### config.mk
export PLATFORM = sky130hd
export DESIGN_NAME = cam_search_block
export DESIGN_NICKNAME = d
export VERILOG_FILES = /design/src/hdl/cam_pkg.sv /design/src/hdl/cam_search_block.sv
export SDC_FILE = /design/constraint.sdc
export NUM_CORES = 2
export LEC_CHECK = 0
export BUFFER_PORTS_ARGS = -buffer_cell sky130_fd_sc_hd__clkbuf_2
export CAP_MARGIN = 20
export CELL_PAD_IN_SITES_DETAIL_PLACEMENT = 1
export CELL_PAD_IN_SITES_GLOBAL_PLACEMENT = 1
export CORE_MARGIN = 3
export CORE_UTILIZATION = 30
export DETAILED_ROUTE_END_ITERATION = 10
export PLACE_DENSITY = 0.56
export SLEW_MARGIN = 10
export SYNTH_ARGS = -nofsm -noshare
export SYNTH_HDL_FRONTEND = slang
export SYNTH_SLANG_ARGS = --single-unit
### constraint.sdc
create_clock -name clk_sys -period 2.8 [get_ports clk_sys]
set_input_delay 0.28 -clock clk_sys [delete_from_list [all_inputs] [get_ports clk_sys]]
set_output_delay 0.28 -clock clk_sys [all_outputs]
set_load 0.02 [all_outputs]
### src/hdl/cam_pkg.sv
/*
 * package for the content-addressable search block: sizes, modes,
 * write timing and the preload image used at configuration.
 * assumes a single user clock domain around the block.
 */
package cam_pkg;
    localparam int unsigned       WORDS       = 32;
    localparam int unsigned       WIDTH       = 32;
    localparam int unsigned       AW          = 5;
    localparam int unsigned       LANES       = 16;
    localparam logic [1:0]        WR_CYC_PLN  = 2'h2;
    localparam logic [1:0]        WR_CYC_DC   = 2'h3;
    localparam logic [WIDTH-1:0]  INIT_DATA   = 32'h00000000;
    localparam logic [WIDTH-1:0]  INIT_CARE   = 32'h00000000;
    typedef enum logic {CAM_ENC, CAM_UNENC} cam_mode_t;
    typedef enum logic [1:0] {CAM_IDLE, CAM_WRITE, CAM_HALF} cam_st_t;
endpackage

### src/hdl/cam_search_block.sv
/*
 * content-addressable search block: 32 entries of 32 bits, each bit with
 * its own care flag, searched in parallel; encoded or unencoded result.
 * write path: request, then two or three busy cycles, then a done pulse.
 * search path: one result cycle, or two when the lines are unencoded.
 * assumes user logic on clk_sys drives all requests synchronously.
 * assumes requests come only while the block is idle; a request made
 * while busy or mid-result is dropped and must be raised again.
 * assumes the reset image stands in for the configuration preload.
 * limitation: the encoded address of a duplicated key is meaningless,
 * so such users should read the unencoded lines instead.
 */
// Functional notes
// - 32 entries of 32 bits; the key is compared against every one.
// - bits stored as don't-care are ignored in the comparison.
// - encoded mode reports the binary address of the matching entry.
// - unencoded mode shows 32 lines on 16 outputs over two cycles.
// - unencoded mode raises the line of every matching entry.
// - entries preload at configuration and are writable while running.
// - write takes two cycles, three when the word has don't-care bits.

`timescale 1ns/1ps
module cam_search_block
(
    input  wire logic                            clk_sys,
    input  wire logic                            resetn,
    input  wire logic                            mode_unenc,
    input  wire logic                            wr_req,
    input  wire logic [cam_pkg::AW-1:0]          wr_addr,
    input  wire logic [cam_pkg::WIDTH-1:0]       wr_data,
    input  wire logic [cam_pkg::WIDTH-1:0]       wr_dc,
    input  wire logic                            srch_req,
    input  wire logic [cam_pkg::WIDTH-1:0]       srch_key,
    output logic                                 wr_busy,
    output logic                                 wr_done,
    output logic                                 res_valid,
    output logic                                 res_hit,
    output logic [cam_pkg::AW-1:0]               res_addr,
    output logic [cam_pkg::LANES-1:0]            res_lines,
    output logic                                 res_upper
);

    // ==========================================================
    // state
    // one packed record holds every flop of the block; the comb
    // process builds its next copy and one clocked process stores it
    typedef struct packed {
        // sequencing and write staging
        cam_pkg::cam_st_t                          st;
        logic [1:0]                                cnt;
        logic [1:0]                                need;
        logic [cam_pkg::AW-1:0]                    waddr;
        logic [cam_pkg::WIDTH-1:0]                 wdata;
        logic [cam_pkg::WIDTH-1:0]                 wcare;
        // stored entries, their care masks and the parked high half of the lines
        logic [cam_pkg::WORDS-1:0][cam_pkg::WIDTH-1:0] data;
        logic [cam_pkg::WORDS-1:0][cam_pkg::WIDTH-1:0] care;
        logic [cam_pkg::LANES-1:0]                 hi_half;
        // flags and results shown on the ports
        logic                                      busy;
        logic                                      done;
        logic                                      valid;
        logic                                      hit;
        logic [cam_pkg::AW-1:0]                    addr;
        logic [cam_pkg::LANES-1:0]                 lines;
        logic                                      upper;
    } cam_state_t;

    // registered copy and its next value
    cam_state_t                                    s_ff;
    cam_state_t                                    nxt_s;

    // ==========================================================
    // helpers
    // one entry matches when every cared bit equals the key
    // a bit with its care flag low can neither make nor break a match
    function automatic logic cam_match(
        input logic [cam_pkg::WIDTH-1:0] d,
        input logic [cam_pkg::WIDTH-1:0] c,
        input logic [cam_pkg::WIDTH-1:0] k
    );
        cam_match = ~|((d ^ k) & c);
    endfunction

    // lowest matching index; only meaningful for a single match
    // scanned downward so the last index kept is the lowest hit
    // with duplicates stored, this index is arbitrary to the user
    function automatic logic [cam_pkg::AW-1:0] cam_enc(
        input logic [cam_pkg::WORDS-1:0] m
    );
        cam_enc = '0;
        for (int i = cam_pkg::WORDS - 1; i >= 0; i--)
        begin
            if (m[i])
            begin
                cam_enc = cam_pkg::AW'(i);
            end
        end
    endfunction

    // ==========================================================
    // next state
    always_comb
    begin
        logic [cam_pkg::WORDS-1:0] m;
        m     = '0;
        nxt_s = s_ff;
        // pulses last one cycle; every other field holds unless set
        nxt_s.done  = 1'b0;
        nxt_s.valid = 1'b0;
        // parallel compare of key against all entries
        for (int i = 0; i < cam_pkg::WORDS; i++)
        begin
            m[i] = cam_match(s_ff.data[i], s_ff.care[i], srch_key);
        end
        case (s_ff.st)
            cam_pkg::CAM_IDLE:
            begin
                // a write wins over a search raised in the same cycle
                if (wr_req)
                begin
                    nxt_s.st    = cam_pkg::CAM_WRITE;
                    nxt_s.cnt   = 2'h1;
                    nxt_s.waddr = wr_addr;
                    nxt_s.wdata = wr_data;
                    // care is stored as the inverse of the don't-care mask
                    nxt_s.wcare = ~wr_dc;
                    // a word with any don't-care bit needs a third cycle
                    nxt_s.need  = (|wr_dc) ? cam_pkg::WR_CYC_DC
                                           : cam_pkg::WR_CYC_PLN;
                    nxt_s.busy  = 1'b1;
                end
                else if (srch_req)
                begin
                    // hit and address are held until the next result
                    nxt_s.valid = 1'b1;
                    nxt_s.hit   = |m;
                    nxt_s.addr  = cam_enc(m);
                    // the first result cycle always shows the low half
                    nxt_s.upper = 1'b0;
                    if (mode_unenc == cam_pkg::CAM_UNENC)
                    begin
                        // low half now, high half parked for next cycle
                        nxt_s.lines   = m[cam_pkg::LANES-1:0];
                        nxt_s.hi_half = m[cam_pkg::WORDS-1:cam_pkg::LANES];
                        nxt_s.st      = cam_pkg::CAM_HALF;
                    end
                    else
                    begin
                        // encoded results leave the lines low
                        nxt_s.lines = '0;
                    end
                end
            end
            cam_pkg::CAM_HALF:
            begin
                // second cycle shows entries 16..31
                // requests are ignored here; the user waits one cycle
                nxt_s.valid = 1'b1;
                nxt_s.upper = 1'b1;
                nxt_s.lines = s_ff.hi_half;
                nxt_s.st    = cam_pkg::CAM_IDLE;
            end
            cam_pkg::CAM_WRITE:
            begin
                // count busy cycles; commit on the last one
                if (s_ff.cnt == s_ff.need)
                begin
                    // entry and mask change together in the last cycle
                    // searches wait, so none sees a half-written entry
                    nxt_s.data[s_ff.waddr] = s_ff.wdata;
                    nxt_s.care[s_ff.waddr] = s_ff.wcare;
                    nxt_s.busy = 1'b0;
                    nxt_s.done = 1'b1;
                    nxt_s.st   = cam_pkg::CAM_IDLE;
                end
                else
                begin
                    nxt_s.cnt = s_ff.cnt + 2'h1;
                end
            end
            default:
            begin
                // unused encoding; fall back to idle
                nxt_s.st = cam_pkg::CAM_IDLE;
            end
        endcase
    end

    // ==========================================================
    // registers; reset stands for the configuration preload
    always_ff @(posedge clk_sys or negedge resetn)
    begin
        if (!resetn)
        begin
            // outputs start low; every entry takes the preload image
            s_ff       <= '0;
            s_ff.st    <= cam_pkg::CAM_IDLE;
            s_ff.data  <= {cam_pkg::WORDS{cam_pkg::INIT_DATA}};
            s_ff.care  <= {cam_pkg::WORDS{cam_pkg::INIT_CARE}};
        end
        else
        begin
            s_ff <= nxt_s;
        end
    end

    // ==========================================================
    // outputs
    // every port is a field of the state register, so no logic
    // sits between the flops and the pins
    // write status
    assign wr_busy   = s_ff.busy;
    assign wr_done   = s_ff.done;

    // search result
    assign res_valid = s_ff.valid;
    assign res_hit   = s_ff.hit;
    assign res_addr  = s_ff.addr;
    assign res_lines = s_ff.lines;
    assign res_upper = s_ff.upper;
endmodule

## Yosys cells after proc, flatten, opt, wreduce, memory -nomap -nowiden

Cells that the tools add are included.

| storage, ports and cells | value |
|---|---|
| output and inout bits | 26 |
| register bits after elaboration | 2165 |
| logic and storage cells | 289 |
| input bits | 106 |

| cells by class | value |
|---|---|
| order comparisons | 2 |
| equality and inequality tests | 10 |
| reduce and logical (&&, ||, !) cells | 78 |
| muxes and demuxes | 54 |
| bitwise gates (word level) | 66 |
| $add $sub $neg | 1 |

Operators by type and width:

| operator | count |
|---|---|
| 1024-bit bitwise mux | 2 |
| 32-bit OR reduction | 34 |
| 32-bit AND | 32 |
| 32-bit XOR | 32 |
| 32-bit demux with 5-bit select | 1 |
| 5-bit 2-to-1 mux | 32 |
| 73-bit 2-to-1 mux | 1 |
| 24-bit 2-to-1 mux | 2 |
| 17-bit one-hot mux with 2 select lines | 1 |
| 1-bit zero test | 32 |
| 32-bit 2-to-1 mux | 1 |
| 32-bit NOT | 1 |
| 16-bit 2-to-1 mux | 1 |
| 3-bit AND reduction | 5 |
| 2-bit 2-to-1 mux | 6 |
| 2-bit inequality test, second input constant | 5 |
| 2-bit one-hot mux with 2 select lines | 2 |
| 5-bit by 6-bit < comparator with 1-bit output, second input constant | 1 |
| 3-bit inequality test, second input constant | 2 |
| 5-bit by 1-bit greater-or-equal comparator with 1-bit output, second input constant | 1 |
| 1-bit one-hot mux with 2 select lines | 2 |
| 2-bit AND reduction | 2 |
| 4-bit AND reduction | 1 |
| 2-bit nonzero test | 2 |
| other kinds (8) | 10 |

## Logic depth before layout (Yosys ltp)

| logic depth | value |
|---|---|
| word-level depth | 38 |
| mapped depth | 11 |
| mapped depth without buffers | 8 |

## Worst setup path before layout

Ideal clock, no wire load.

| timing | value |
|---|---|
| kind | reg-to-reg |
| from | register s_ff[2161] (netlist bit) |
| to | register s_ff[1866] (netlist bit) |
| stages on the path, launching flop included | 9 |
| arrival time | 2.369 ns |
| setup slack | 0.307 ns |
| path buffers | 1 |
| data required time | 2.675 ns |
| clock period less this slack | 2.493 ns |
| cell sequence | dfrtp_1 xnor2_1 nand2_1 or3_4 nor2_2 nand3_1 nor2_2 buf_6 mux2_2 |

| on the way | value |
|---|---|
| cells in the longest elaborated chain, start to end | 2 |

RTL lines:

| item | RTL line | source |
|---|---|---|
| start, declared | cam_search_block.sv:70 | `cam_state_t s_ff;` |
| start signal, assigned | cam_search_block.sv:204 | `s_ff <= nxt_s;` |
| 2-bit equality test | cam_search_block.sv:167 | `if (s_ff.cnt == s_ff.need)` |
| 2-bit AND reduction (no source line) | n/a |  |

Every way passes these cells.
A chain may end at the register's enable or synchronous reset.

## Worst setup path after layout

| timing | value |
|---|---|
| from | register s_ff[1822] (netlist bit) |
| to | register s_ff (netlist bit res_addr[0]) |

| on the way | value |
|---|---|
| cells in the longest elaborated chain, start to end | 27 |

RTL lines:

| item | RTL line | source |
|---|---|---|
| 32-bit XOR | cam_search_block.sv:82 | `cam_match = ~\|((d ^ k) & c);` |
| 32-bit AND | cam_search_block.sv:82 |  |
| 32-bit OR reduction | cam_search_block.sv:82 |  |
| 5-bit 2-to-1 mux (24 in series) | cam_search_block.sv:94 | `if (m[i])` |

Every way passes these cells.

==> summary.md <==
| Metric | Value |
|---|---|
| Status | `finished, violations left` |
| Failing checks | `setup timing` |
| Largest net degree at the start of global routing | `151` |
| Number of global-route vias before repair | `64.5k` |
| Placed inst area | `0.107 mm^2` |
| Drt first-iter violations | `3,668` |
| DRT antenna net count | `0` |
| Syn nets | `6,892` |
| CTS tree | `built` |
| Worst vdd ir | `0.000754 V` |
| Cell taking the most area after synthesis | `dfrtp_1` |
| Max transition margin | `19.4%` |
| GPL Wtd Cong | `0.890` |
| First-pass GRT wire length | `476,000 um` |
| Post-DR wirelength/cell | `28.4 um` |
| Maximum clock path buffer count | `4` |
| Final HPWL DP | `223,000 um` |
| Antenna violations before repair | `32` |
| Commonest non-fill, non-tap cells in the layout | `dfrtp_1, mux2_2, xor2_1` |
| Top FF cell, synth | `dfrtp_1` |
| CP Capture Type | `flip-flop` |
| Die Y | `573 um` |
| Root Driver | `clkbuf_16` |
| GRT Resource Usage Total | `19.7%` |
| Final hold vios | `0` |
| Gate Count Post-Synth | `6,786` |
| Setup Crit Path Kind | `flip-flop to flip-flop` |
| WP data arrival | `3680 ps` |
| Post-synth EDFFs | `0` |
| Worst Setup Start Kind | `flip-flop` |
| Final min period | `2890 ps` |
| Post-Route WL | `337,000 um` |
| Fmax | `347 MHz` |
| Min-delay worst type | `primary input to flip-flop` |
| Multi-input gate area | `0.0398 mm^2` |
| Post-synth top area share | `56.1%` |
| Distinct cell type count after synthesis | `56` |
| Non-Filler Instances | `11.9k` |
| Worst Skew | `95.4 ps` |
| Synth Area per Inst | `14.2 um^2` |
| CP required | `3600 ps` |
| Clock-pin slew on the worst setup and hold paths | `70 ps` |
| RSZ-0062 raised after global routing | `yes` |
| Top Ports | `132` |
| Drt drc | `0` |
| Mapped Area | `0.0965 mm^2` |
| Setup WS post-layout | `-85.4 ps` |
| Pleak | `57.9 nW` |
| Core area | `0.319 mm^2` |
| Period utilisation layout | `103%` |
| Post-synth ARST share | `100%` |
| Max_cap viols | `0` |
| Layout cell share with drive strength beyond 1 | `45.2%` |
| YS warnings | `0` |
| FILL cells | `32.8k` |
| Die W | `573 um` |
| Synth area leaders | `dfrtp_1, mux2_2, xor2_1` |
| PD cells | `1110 mW/mm^2` |
| Area delta synth->final | `21.9%` |
| Post-synthesis sequential area ratio | `56.1%` |
| Seq. cell area | `0.0542 mm^2` |
| Finished Cell Area | `0.118 mm^2` |
| Via/cell ratio | `4.95` |
| Worst skew pair latency | `930 ps` |
| Switch share | `37.2%` |
| Crit path max fanout | `3` |
| CTS H-tree depth | `4` |
| Sink Count | `2,165` |
| Commonest non-fill, non-tap cell in the layout | `dfrtp_1` |
| First-pass detailed-route iteration total | `8` |
| Routed vias | `58.9k` |
| Yosys reg bits | `2,165` |
| Starting Density | `30.2%` |
| Slew @ Worst Pin | `1210 ps` |
| Site row count | `207` |
| Die area | `0.329 mm^2` |
| Port-buffer cells | `131` |
| Slew Viols, Final | `0` |
| Net Switching | `48.8 mW` |
| Fin nets | `7,516` |
| Comb pwr share | `36.7%` |
| GRT overflow | `0` |
| Internal power | `82.3 mW` |
| Flop pwr share | `38.9%` |
| Post-route setup TNS | `-3040 ps` |
| Placed insts | `11.3k` |
| Clock power frac | `24.4%` |
| TritonCTS Buffers | `243` |
| Final setup viols | `115` |
state kept, by name, indices dropped and copies added (netlist names):
name       cells
res_valid      1
res_upper      1
res_lines     16
wr_busy        1
wr_done        1
res_addr       5
s_ff        2139
res_hit        1
Yosys cell counts (39+ instances only):
| library cell | instances |
|---|---|
| buf_2 | 126 |
| nor4_1 | 43 |
| o21ai_0 | 39 |
| buf_6 | 108 |
| nand2_1 | 57 |
| nand4_1 | 131 |
| dfrtp_1 | 2165 |
| buf_4 | 59 |
| a22oi_1 | 513 |
| xor2_1 | 1024 |
| clkbuf_1 | 252 |
| mux2_2 | 2081 |
worst paths after layout:
check,slack [ps],endpoint,cells past startpoint,start
worst min-delay path,120,s_ff[2107],3,wr_dc[17]
worst min register to register,480,s_ff[2095],2,s_ff[2095]
worst max-delay path,-90,res_addr[0],9,s_ff[1822]
max in group asynchronous,1500,s_ff[1878],3,resetn
min in group asynchronous,320,s_ff[1745],3,resetn
worst max register to register,-90,res_addr[0],9,s_ff[1822]
cells by family after synthesis:
kind of cell,after synthesis,synth area share [%]
flops,2165,56.1
mux,2103,24.5
xor+xnor,1026,9.31
compound gates,592,4.54
buf+inv,581,3.49
simple gates,319,1.97
worst max-delay path, cell delays in order, from the launching register on:
cell and delay, ps:
dfrtp_1 390, xor2_1 150, a22oi_1 200, nand4_1 590
nor4_4 610, buf_4 230, nor3_1 80, o311ai_1 80
a311oi_1 170, o31ai_1 280
area by class of cell:
type | count | share of cell area (%)
inverter | 21 | 0.0713
multi-input combinational | 4040 | 33.9
antenna | 9 | 0.0191
timing repair buffer | 939 | 8.64
sequential | 2165 | 46.1
clock buffer | 371 | 6.22
clock inverter | 63 | 0.515
tap | 4284 | 4.56
routing by layer:
metal	global-route usage, %	up-vias	share of wire, %
met4	4.84	4	3.2
met3	2.67	434	4.3
met5	0	-	0.0071
met1	26.2	32120	44
met2	33.8	1066	48
li1	-	25300	-
power groups by stage:
stage | combinational [mW] | clock, mW | sequential [mW]
4_1_cts | 46.6 | 32.8 | 51.0
3_5_place_dp | 45.7 | 0 | 51.5
3_3_place_gp | 45.0 | 0 | 50.7
6_report | 48.0 | 32.0 | 51.0
5_1_grt | 50.6 | 34.3 | 52.2
2_1_floorplan | 22.0 | 0 | 46.7
repair_timing:
action	in CTS	in global routing
gates cloned	2	21
pin swaps	14	17
gates resized for setup	29	176
endpoints found under the hold margin	1339	0
hold buffers	81	0
endpoints found under the setup margin	164	75
buffers inserted	4	24
stage by stage:
stage / power [mW] / hold WS (ps) / util, % / setup WS [ps]
after floorplan: 68.8 / -15.6 / - / 307
after detailed placement: 97.2 / 287 / 33.6 / -950
after CTS: 130 / 47.3 / 36.4 / -50.9
after global placement: 95.8 / 287 / 33.6 / -1100
final: 131 / 118 / 36.9 / -85.4
after global routing: 137 / 106 / 36.9 / -171
Note: power is estimated with default switching activity, not from simulation.
